`src/verilog/irq_ctrl_pkg.sv`:
```
// Package: register map, field positions, vectors and enums of the interrupt controller
// Assumes: included before all other design files
package irq_ctrl_pkg;
  localparam int          NUM_SRC       = 6;
  localparam int          LEVEL_W       = 2;
  localparam int          ADDR_W        = 12;
  localparam logic [11:0] OFS_ENABLE    = 12'h0A8;
  localparam logic [11:0] OFS_PRIO_HIGH = 12'h0B7;
  localparam logic [11:0] OFS_PRIO_LOW  = 12'h0B8;
  // Word-aligned stand-ins for the byte offsets above (each offset times four; 0B7 is not a multiple of four)
  localparam logic [11:0] ADDR_ENABLE    = 12'h2A0;
  localparam logic [11:0] ADDR_PRIO_HIGH = 12'h2DC;
  localparam logic [11:0] ADDR_PRIO_LOW  = 12'h2E0;
  localparam logic [11:0] ADDR_STATUS    = 12'h400;
  localparam logic [11:0] ADDR_MASK      = 12'h404;
  localparam logic [11:0] ADDR_CONFIG    = 12'h408;
  localparam logic [11:0] ADDR_SERVICE   = 12'h40C;
  localparam int          BIT_GLOBAL_EN = 7;
  localparam logic [7:0]  ENABLE_RST    = 8'h00;
  localparam logic [7:0]  PRIO_RST      = 8'h00;
  localparam logic [5:0]  SRC_MASK      = 6'h3F;
  localparam logic [1:0]  RESP_OKAY     = 2'h0;
  localparam logic [1:0]  RESP_SLVERR   = 2'h2;
  // Source index order is also polling order
  localparam int SRC_EXT0   = 0;
  localparam int SRC_TIMER0 = 1;
  localparam int SRC_EXT1   = 2;
  localparam int SRC_TIMER1 = 3;
  localparam int SRC_SERIAL = 4;
  localparam int SRC_TIMER2 = 5;
  localparam logic [7:0] VECTOR_TABLE [NUM_SRC] = '{8'h03, 8'h0B, 8'h13, 8'h1B, 8'h23, 8'h2B};
  // Status bits of the event register
  localparam int EVT_GRANT   = 0;
  localparam int EVT_PREEMPT = 1;
  localparam int EVT_RETURN  = 2;
  localparam int EVT_W       = 3;
endpackage : irq_ctrl_pkg

```
`src/verilog/irq_arb_if.sv`:
```
// Interface: arbitration request from the top to the level resolver
// Assumes: single clock domain, combinational resolver
`timescale 1ns/10ps
`default_nettype none
interface irq_arb_if;
  logic [5:0] pending;
  logic [5:0] prio_high;
  logic [5:0] prio_low;
  logic       found;
  logic [2:0] winner;
  logic [1:0] level;
  modport ctrl (output pending, output prio_high, output prio_low,
                input found, input winner, input level);
  modport arb  (input pending, input prio_high, input prio_low,
                output found, output winner, output level);
endinterface : irq_arb_if
`default_nettype wire

```
`src/verilog/irq_ctrl.sv`:
```
// Four-level nested interrupt controller with AXI4-Lite register access
// Assumes: core handshakes vector_valid/vector_ack and pulses service_done on return
//
// Behaviour
// - Six request sources, each assignable to one of four levels.
// - The high-priority register holds one high bit per source in bits 0 to 5, 6 and 7 unused.
// - A source's level is its high bit and low bit taken as a two-bit number.
// - A request is granted only while no equal or higher level is in service.
// - A request at or below the serviced level waits until that service finishes.
// - A strictly higher level preempts, and the preempted service resumes afterwards.
// - Nesting is tracked so the preempted level becomes active again on return.
// - Ties at one level go to the lowest polling position, external 0 first, timer 2 last.
// - Vectors are 03, 0B, 13, 1B, 23 and 2B hex for the six sources in order.
// - On vectoring, edge external flags and timer 0 and 1 flags are cleared by hardware.
// - With the global enable clear nothing is granted.
// - The enable register holds per-source enables in bits 0 to 5 and global in bit 7.
`timescale 1ns/10ps
`default_nettype none
module irq_ctrl (
  input  wire logic        aclk,
  input  wire logic        aresetn,
  // AXI4-Lite slave
  input  wire logic [11:0] s_axi_awaddr,
  input  wire logic        s_axi_awvalid,
  output logic             s_axi_awready,
  input  wire logic [31:0] s_axi_wdata,
  input  wire logic [3:0]  s_axi_wstrb,
  input  wire logic        s_axi_wvalid,
  output logic             s_axi_wready,
  output logic [1:0]       s_axi_bresp,
  output logic             s_axi_bvalid,
  input  wire logic        s_axi_bready,
  input  wire logic [11:0] s_axi_araddr,
  input  wire logic        s_axi_arvalid,
  output logic             s_axi_arready,
  output logic [31:0]      s_axi_rdata,
  output logic [1:0]       s_axi_rresp,
  output logic             s_axi_rvalid,
  input  wire logic        s_axi_rready,
  // Request flags from peripherals: one-cycle set pulses for external 0/1 and timer 0/1, held flags for serial and timer 2
  input  wire logic        ext0_request_set,
  input  wire logic        ext1_request_set,
  input  wire logic        timer0_overflow_set,
  input  wire logic        timer1_overflow_set,
  input  wire logic        receive_done_flag,
  input  wire logic        transmit_done_flag,
  input  wire logic        timer2_overflow_flag,
  input  wire logic        timer2_external_flag,
  // Core side
  output logic             vector_valid,
  output logic [7:0]       vector_addr,
  output logic [2:0]       vector_source,
  input  wire logic        vector_ack,
  input  wire logic        service_done,
  output logic [1:0]       service_level,
  output logic             in_service,
  output logic             ext0_request_flag,
  output logic             ext1_request_flag,
  output logic             timer0_overflow_flag,
  output logic             timer1_overflow_flag,
  output logic             irq
);
  //////////////////////////////////////////////////////////////////////////////
  // Registers
  logic [7:0] enable_q;
  logic [5:0] prio_high_q;
  logic [5:0] prio_low_q;
  logic [1:0] edge_mode_q;
  logic [2:0] status_q;
  logic [2:0] mask_q;
  logic       ext0_q;
  logic       ext1_q;
  logic       tf0_q;
  logic       tf1_q;
  logic       vec_valid_q;
  logic [7:0] vec_addr_q;
  logic [2:0] vec_src_q;
  logic [1:0] vec_level_q;

  logic       aw_held_q;
  logic       w_held_q;
  logic [11:0] aw_addr_q;
  logic [31:0] w_data_q;
  logic [3:0]  w_strb_q;
  logic        bvalid_q;
  logic [1:0]  bresp_q;
  logic        rvalid_q;
  logic [31:0] rdata_q;
  logic [1:0]  rresp_q;

  //////////////////////////////////////////////////////////////////////////////
  // Request gathering and arbitration
  logic [5:0] raw_req;
  logic [5:0] pending;
  logic       nest_busy;
  logic [1:0] nest_top;
  logic [3:0] nest_active;
  logic       grant;
  logic       took;
  logic       evt_preempt;

  assign raw_req[irq_ctrl_pkg::SRC_EXT0]   = ext0_q;
  assign raw_req[irq_ctrl_pkg::SRC_TIMER0] = tf0_q;
  assign raw_req[irq_ctrl_pkg::SRC_EXT1]   = ext1_q;
  assign raw_req[irq_ctrl_pkg::SRC_TIMER1] = tf1_q;
  assign raw_req[irq_ctrl_pkg::SRC_SERIAL] = receive_done_flag | transmit_done_flag;
  assign raw_req[irq_ctrl_pkg::SRC_TIMER2] = timer2_overflow_flag | timer2_external_flag;

  // Global gate and per-source enables
  assign pending = enable_q[irq_ctrl_pkg::BIT_GLOBAL_EN] ?
                   (raw_req & enable_q[5:0]) : 6'h00;

  irq_arb_if arb_bus ();
  assign arb_bus.pending   = pending;
  assign arb_bus.prio_high = prio_high_q;
  assign arb_bus.prio_low  = prio_low_q;

  irq_level_arb u_arb (
    .a (arb_bus)
  );

  irq_nest_stack u_nest (
    .aclk       (aclk),
    .aresetn    (aresetn),
    .push       (took),
    .push_level (vec_level_q),
    .pop        (service_done && !took),
    .busy       (nest_busy),
    .top_level  (nest_top),
    .active     (nest_active)
  );

  // Grant only above the level in service; equal or lower keeps waiting
  assign grant = arb_bus.found && !vec_valid_q &&
                 (!nest_busy || (arb_bus.level > nest_top));
  assign took  = vec_valid_q && vector_ack;
  assign evt_preempt = took && nest_busy;

  //////////////////////////////////////////////////////////////////////////////
  // Vector offer
  always_ff @(posedge aclk) begin
    if (!aresetn) begin
      vec_valid_q <= 1'b0;
      vec_addr_q  <= 8'h00;
      vec_src_q   <= 3'h0;
      vec_level_q <= 2'h0;
    end else if (took) begin
      vec_valid_q <= 1'b0;
    end else if (grant) begin
      vec_valid_q <= 1'b1;
      vec_addr_q  <= irq_ctrl_pkg::VECTOR_TABLE[arb_bus.winner];
      vec_src_q   <= arb_bus.winner;
      vec_level_q <= arb_bus.level;
    end
  end

  //////////////////////////////////////////////////////////////////////////////
  // Hardware-cleared request flags; a new set wins over the vectoring clear
  logic clr_x0;
  logic clr_x1;
  logic clr_t0;
  logic clr_t1;
  assign clr_x0 = took && vec_src_q == 3'(irq_ctrl_pkg::SRC_EXT0) && edge_mode_q[0];
  assign clr_x1 = took && vec_src_q == 3'(irq_ctrl_pkg::SRC_EXT1) && edge_mode_q[1];
  assign clr_t0 = took && vec_src_q == 3'(irq_ctrl_pkg::SRC_TIMER0);
  assign clr_t1 = took && vec_src_q == 3'(irq_ctrl_pkg::SRC_TIMER1);

  always_ff @(posedge aclk) begin
    if (!aresetn) begin
      ext0_q <= 1'b0;
      ext1_q <= 1'b0;
      tf0_q  <= 1'b0;
      tf1_q  <= 1'b0;
    end else begin
      // Level-mode external flag follows its pin pulse each cycle
      ext0_q <= ext0_request_set | (ext0_q & ~clr_x0 & edge_mode_q[0]);
      ext1_q <= ext1_request_set | (ext1_q & ~clr_x1 & edge_mode_q[1]);
      tf0_q  <= timer0_overflow_set | (tf0_q & ~clr_t0);
      tf1_q  <= timer1_overflow_set | (tf1_q & ~clr_t1);
    end
  end

  //////////////////////////////////////////////////////////////////////////////
  // AXI4-Lite write path
  logic        wr_fire;
  logic [11:0] wr_addr;
  logic [31:0] wr_data;
  logic [3:0]  wr_strb;
  logic        wr_hit;
  assign s_axi_awready = !aw_held_q && !bvalid_q;
  assign s_axi_wready  = !w_held_q && !bvalid_q;
  assign wr_addr = aw_held_q ? aw_addr_q : s_axi_awaddr;
  assign wr_data = w_held_q ? w_data_q : s_axi_wdata;
  assign wr_strb = w_held_q ? w_strb_q : s_axi_wstrb;
  assign wr_fire = !bvalid_q && (aw_held_q || s_axi_awvalid) && (w_held_q || s_axi_wvalid);
  assign wr_hit  = wr_addr == irq_ctrl_pkg::ADDR_ENABLE || wr_addr == irq_ctrl_pkg::ADDR_PRIO_HIGH
                || wr_addr == irq_ctrl_pkg::ADDR_PRIO_LOW || wr_addr == irq_ctrl_pkg::ADDR_MASK
                || wr_addr == irq_ctrl_pkg::ADDR_CONFIG || wr_addr == irq_ctrl_pkg::ADDR_STATUS
                || wr_addr == irq_ctrl_pkg::ADDR_SERVICE;

  always_ff @(posedge aclk) begin
    if (!aresetn) begin
      aw_held_q <= 1'b0;
      w_held_q  <= 1'b0;
      aw_addr_q <= 12'h000;
      w_data_q  <= 32'h00000000;
      w_strb_q  <= 4'h0;
      bvalid_q  <= 1'b0;
      bresp_q   <= irq_ctrl_pkg::RESP_OKAY;
    end else begin
      if (wr_fire) begin
        aw_held_q <= 1'b0;
        w_held_q  <= 1'b0;
        bvalid_q  <= 1'b1;
        bresp_q   <= wr_hit ? irq_ctrl_pkg::RESP_OKAY : irq_ctrl_pkg::RESP_SLVERR;
      end else begin
        if (s_axi_awvalid && s_axi_awready) begin
          aw_held_q <= 1'b1;
          aw_addr_q <= s_axi_awaddr;
        end
        if (s_axi_wvalid && s_axi_wready) begin
          w_held_q <= 1'b1;
          w_data_q <= s_axi_wdata;
          w_strb_q <= s_axi_wstrb;
        end
        if (bvalid_q && s_axi_bready) begin
          bvalid_q <= 1'b0;
        end
      end
    end
  end

  always_ff @(posedge aclk) begin
    if (!aresetn) begin
      enable_q    <= irq_ctrl_pkg::ENABLE_RST;
      prio_high_q <= irq_ctrl_pkg::PRIO_RST[5:0];
      prio_low_q  <= irq_ctrl_pkg::PRIO_RST[5:0];
      mask_q      <= 3'h0;
      edge_mode_q <= 2'h0;
    end else if (wr_fire && wr_strb[0]) begin
      unique case (wr_addr)
        irq_ctrl_pkg::ADDR_ENABLE:    enable_q <= {wr_data[7], 1'b0, wr_data[5:0]};
        irq_ctrl_pkg::ADDR_PRIO_HIGH: prio_high_q <= wr_data[5:0];
        irq_ctrl_pkg::ADDR_PRIO_LOW:  prio_low_q <= wr_data[5:0];
        irq_ctrl_pkg::ADDR_MASK:      mask_q <= wr_data[2:0];
        irq_ctrl_pkg::ADDR_CONFIG:    edge_mode_q <= wr_data[1:0];
        default: ;
      endcase
    end
  end

  //////////////////////////////////////////////////////////////////////////////
  // AXI4-Lite read path; reading status clears it, new events win
  logic        rd_fire;
  logic [31:0] rd_word;
  logic        rd_hit;
  logic [2:0]  evt;
  assign s_axi_arready = !rvalid_q;
  assign rd_fire = s_axi_arvalid && !rvalid_q;
  assign evt = {took && !evt_preempt ? 1'b0 : 1'b0, 1'b0, 1'b0}
             | ({service_done && !took, evt_preempt, took});

  always_comb begin
    rd_word = 32'h00000000;
    rd_hit  = 1'b1;
    unique case (s_axi_araddr)
      irq_ctrl_pkg::ADDR_ENABLE:    rd_word[7:0] = enable_q;
      irq_ctrl_pkg::ADDR_PRIO_HIGH: rd_word[5:0] = prio_high_q;
      irq_ctrl_pkg::ADDR_PRIO_LOW:  rd_word[5:0] = prio_low_q;
      irq_ctrl_pkg::ADDR_STATUS:    rd_word[2:0] = status_q;
      irq_ctrl_pkg::ADDR_MASK:      rd_word[2:0] = mask_q;
      irq_ctrl_pkg::ADDR_CONFIG:    rd_word[1:0] = edge_mode_q;
      irq_ctrl_pkg::ADDR_SERVICE:   rd_word[13:0] = {pending, nest_active, nest_top, 1'b0,
                                                      nest_busy};
      default:                      rd_hit = 1'b0;
    endcase
  end

  always_ff @(posedge aclk) begin
    if (!aresetn) begin
      rvalid_q <= 1'b0;
      rdata_q  <= 32'h00000000;
      rresp_q  <= irq_ctrl_pkg::RESP_OKAY;
    end else if (rd_fire) begin
      rvalid_q <= 1'b1;
      rdata_q  <= rd_word;
      rresp_q  <= rd_hit ? irq_ctrl_pkg::RESP_OKAY : irq_ctrl_pkg::RESP_SLVERR;
    end else if (rvalid_q && s_axi_rready) begin
      rvalid_q <= 1'b0;
    end
  end

  always_ff @(posedge aclk) begin
    if (!aresetn) begin
      status_q <= 3'h0;
    end else if (rd_fire && s_axi_araddr == irq_ctrl_pkg::ADDR_STATUS) begin
      status_q <= evt;
    end else begin
      status_q <= status_q | evt;
    end
  end

  //////////////////////////////////////////////////////////////////////////////
  // Outputs
  assign s_axi_bvalid = bvalid_q;
  assign s_axi_bresp  = bresp_q;
  assign s_axi_rvalid = rvalid_q;
  assign s_axi_rdata  = rdata_q;
  assign s_axi_rresp  = rresp_q;
  assign vector_valid  = vec_valid_q;
  assign vector_addr   = vec_addr_q;
  assign vector_source = vec_src_q;
  assign service_level = nest_top;
  assign in_service    = nest_busy;
  assign ext0_request_flag    = ext0_q;
  assign ext1_request_flag    = ext1_q;
  assign timer0_overflow_flag = tf0_q;
  assign timer1_overflow_flag = tf1_q;
  assign irq = |(status_q & mask_q);
endmodule : irq_ctrl
`default_nettype wire

```
`src/verilog/irq_level_arb.sv`:
```
// Level resolver: picks the highest level, ties broken by polling order
// Assumes: inputs stable within a cycle; purely combinational
`timescale 1ns/10ps
`default_nettype none
module irq_level_arb (
  irq_arb_if.arb a
);
  logic [1:0] lvl [6];
  genvar g;
  generate
    for (g = 0; g < 6; g++) begin : g_lvl
      assign lvl[g] = {a.prio_high[g], a.prio_low[g]};
    end
  endgenerate
  always_comb begin
    a.found  = 1'b0;
    a.winner = 3'h0;
    a.level  = 2'h0;
    // Descending index so lower index wins on equal level
    for (int i = 5; i >= 0; i--) begin
      if (a.pending[i] && (!a.found || lvl[i] >= a.level)) begin
        a.found  = 1'b1;
        a.winner = 3'(i);
        a.level  = lvl[i];
      end
    end
  end
endmodule : irq_level_arb
`default_nettype wire

```
`src/verilog/irq_nest_stack.sv`:
```
// Nesting tracker: one in-service bit per level, top set bit is the active level
// Assumes: push only of a level above the current top
`timescale 1ns/10ps
`default_nettype none
module irq_nest_stack (
  input  wire logic       aclk,
  input  wire logic       aresetn,
  input  wire logic       push,
  input  wire logic [1:0] push_level,
  input  wire logic       pop,
  output logic            busy,
  output logic [1:0]      top_level,
  output logic [3:0]      active
);
  logic [3:0] active_q;
  always_ff @(posedge aclk) begin
    if (!aresetn) begin
      active_q <= 4'h0;
    end else if (push) begin
      active_q <= active_q | (4'h1 << push_level);
    end else if (pop) begin
      // Clearing the top bit exposes the preempted level again
      active_q <= active_q & ~(4'h1 << top_level);
    end
  end
  always_comb begin
    top_level = 2'h0;
    for (int i = 0; i < 4; i++) begin
      if (active_q[i]) begin
        top_level = 2'(i);
      end
    end
  end
  assign busy   = |active_q;
  assign active = active_q;
endmodule : irq_nest_stack
`default_nettype wire
```
`config.mk`:
```
export PLATFORM = sky130hd
export DESIGN_NAME = irq_ctrl
export DESIGN_NICKNAME = d
export VERILOG_FILES = /design/src/verilog/irq_ctrl_pkg.sv /design/src/verilog/irq_arb_if.sv /design/src/verilog/irq_ctrl.sv /design/src/verilog/irq_level_arb.sv /design/src/verilog/irq_nest_stack.sv
export SDC_FILE = /design/constraint.sdc
export NUM_CORES = 1
export LEC_CHECK = 0
export ABC_AREA = 1
export BUFFER_PORTS_ARGS = -buffer_cell sky130_fd_sc_hd__buf_2
export CORE_MARGIN = 3
export CORE_UTILIZATION = 35
export DETAILED_ROUTE_END_ITERATION = 10
export GPL_TIMING_DRIVEN = 0
export HOLD_SLACK_MARGIN = 0.03
export PLACE_DENSITY = 0.62
export SLEW_MARGIN = 30
export SYNTH_ARGS = -nofsm -noshare
export SYNTH_HDL_FRONTEND = slang
export SYNTH_SLANG_ARGS = --single-unit
export TNS_END_PERCENT = 20
```
`constraint.sdc`:
```
create_clock -name aclk -period 15.7 [get_ports aclk]
set_clock_uncertainty 0.05 [all_clocks]
set_input_delay 2.355 -clock aclk [delete_from_list [all_inputs] [get_ports aclk]]
set_output_delay 2.355 -clock aclk [all_outputs]
set_load 0.05 [all_outputs]
```
==> qor.yml <==
drt:
  drt-total-wl_mm: 12.5
  remaining_drc_errors: 0
  drt_pass1_iterations: 5
  vias: 4544
  wl_per_cell_um: 12.9
  postRouteAntennaNets: 0
  vias_per_cell: 4.68
  drtIter0Drc: 323
global_route:
  grtUsageTotal: 0.178
  busiest_layer: "met2"
  use_met3: 0.0410
  grt_pass1_wl_mm: 20.6
  gr-usage-met1: 0.239
  use_met2: 0.280
  grt.overflow.total: 0
  antenna_found_initial: 0
  grt_max_degree: 15
  grt_pass1_vias: 4237
clock_tree:
  cts_max_level: 3
  clk_pin_slew_ps: 60
  cts_made_buffers: 9
  post_cts_buffers: 0
  clk_latency_ps: 350
  clock_sinks: 83
  root_buffer: "clkbuf_16"
  clockBufferDepth: 2
  cts_tree: "done"
  ctsHoldBuffers: 0
  cts_resized: 0
sta:
  relSlewSlack: 0.511
  fin_crit_ps: 8390
  slew_violations: 0
  clock.fmax_mhz: 119
  rsz0062_at_grt: "false"
  period_share: 0.534
  setup_ws_ps: 7310
  holdWs_ps: 397
  worst_pin_slew_ps: 733
  setup_tns_ps: 0
  setup_viol: 0
  hold_violations: 0
run:
  max_cap_viol_count: 0
yosys:
  synth_fa_ha_area_frac: 0.0325
  muxShareOfSynthArea: 0
  synth-edff-count: 0
  synth-simple-area-share: 0.232
  synth_ff_type: "dfxtp_1"
  ys_ff_latch: 83
  synth_area_leaders: "dfxtp_1 (36%), inv_1 (8.9%), nand2_1 (8.5%), a21oi_1 (8.2%), o21ai_0 (6.2%)"
  synth_compound_area_frac: 0.217
  synth_top_family_by_area: "simple AND/OR/NAND/NOR gates"
  synth_top_area_cell: "dfxtp_1"
  synth_cell_types: 35
  yosys_warnings: 0
  netlist_instances: 675
  syn_avg_cell_area_um2: 6.84
  seq_area_frac_synth: 0.360
  syn_area_mm2: 0.00462
  synthArstFlopShare: 0
  yosys.area_share.xor_xnor: 0
  yosysTopAreaCellShare: 0.360
hold_path:
  hold_class: "reg -> reg"
floorplanning:
  core-area_mm2: 0.0128
  start_util: 0.362
  fp-row-count: 41
  pin_count: 138
  die_w_um: 121
  die_height_um: 121
  die-area_mm2: 0.0146
critical_path:
  crit_fanout: 7
  crit_path_frequent_cell: "nand2_1"
  max_stage_delay_ps: 290
  arrival_ps: 8620
  critPathKind: "in -> reg"
  critical-path-slowest-cell: "ha_1"
  worstSetupStartpointType: "primary input"
  worst-endpoint-required_ps: 15930
  end_kind: "register"
place:
  gp_congestion: 0.866
  dp_hpwl_mm: 9.80
  place_area_mm2: 0.00534
  port_buffers: 85
  dp_slack_ps: 7020
final_layout:
  final_area_mm2: 0.00566
  antenna_cells: 0
  fin_util: 0.443
  layout-drive-gt1-share: 0.198
  fill_cells: 1352
  syn_to_final_growth_pct: 22.5
  final_net_count: 882
power_and_ir_drop:
  p_leak_nw: 2.62
  vdd_ir_drop_max_uv: 38.9
  power_density_mw_per_mm2: 94.2
outcome:
  outcome: "finished, final reports clean"
cells by family (layout without fill, tap and decap cells):
family | Yosys count | in the layout
AO/OA/AOI/OAI | 183 | 183
adder cells (fa/ha/maj) | 12 | 12
buffers and inverters | 162 | 263
flip-flops | 83 | 83
other | 1 | 23
AND/OR/NAND/NOR | 234 | 234
worst max-delay path: cells and delay by family:
family,cells,cell delay [ps]
fa+ha+maj,6,1620
compound gates,8,1070
buf+inv,8,570
simple gates,30,3000
layer usage:
layer	part of all wire	up-vias	routed length [um]
met3	0.061	21	762
met4	0.022	0	278
met2	0.44	118	5490
li1	-	2402	-
met5	0	-	0
met1	0.48	2003	5950
power by group:
group          total [mW]  internal (mW)  leakage (nW)  switching [mW]
clock network       0.228          0.139         0.156          0.0894
logic              0.0833         0.0236          1.79          0.0597
registers           0.221          0.218         0.675         0.00375
cells in the mapped netlist (3+ instances only):
cell / number
nand4_1: 5
buf_4: 27
and2_1: 5
clkbuf_1: 17
nand3_1: 51
o21ai_2: 8
a21oi_1: 76
o21ai_1: 15
nor2_1: 45
o211ai_1: 7
nand2_1: 105
inv_2: 4
nor3_1: 9
o22ai_1: 9
nor3_2: 3
a31oi_1: 3
dfxtp_1: 83
inv_1: 109
nand3_2: 4
nor3_4: 3
o21ai_0: 57
ha_1: 12
cell usage in the layout, fill, tap and decap left out, drive strengths merged:
| cell type | count |
|---|---|
| o31ai | 2 |
| and2 | 5 |
| clkinvlp | 1 |
| a311oi | 1 |
| a22oi | 1 |
| o211ai | 7 |
| conb | 23 |
| clkinv | 4 |
| nand2 | 105 |
| nor3 | 15 |
| nand4 | 5 |
| bufinv | 2 |
| nand3 | 55 |
| inv | 114 |
| ha | 12 |
| nand3b | 1 |
| a31oi | 3 |
| buf | 116 |
| a21oi | 78 |
| nor2 | 47 |
| and3b | 1 |
| a221oi | 1 |
| o21ai | 80 |
| o21a | 1 |
| dfxtp | 83 |
| clkbuf | 26 |
| o22ai | 9 |
area by class of cell:
class,instances,area [um^2],area share
buffer,48,299,0.0528
clock buffer,9,225,0.0398
clock inverter,7,91.3,0.0161
inverter,114,428,0.0756
multi-input combinational,452,2310,0.409
sequential,83,1660,0.294
tap,172,215,0.0380
timing repair buffer,85,425,0.0752
state kept, by name, summed over array words and instances (netlist names), 2 cells and up:
register,count
arb_bus.prio_low,6
u_nest.active,4
edge_mode_q,2
enable_q,7
vector_addr,3
mask_q,3
aw_addr_q,12
w_data_q,7
arb_bus.prio_high,6
status_q,3
s_axi_rdata,14
vector_source,2
vec_level_q,2
worst paths after layout:
check	to	depth (start not counted)	slack, ps	start
min	w_data_q[1]	2	400	w_data_q[1]
min reg2reg	w_data_q[1]	2	400	w_data_q[1]
max	vector_source[1]	52	7310	timer2_external_flag
max reg2reg	vector_source[1]	51	8930	enable_q[7]
through the flow:
step           cells  total power [mW]
5_1_grt          970             0.554
3_5_place_dp     954             0.309
4_1_cts          970             0.537
2_1_floorplan    697             0.288
6_report         970             0.533
3_3_place_gp     954             0.309
Power figures use the tool's default switching activity.
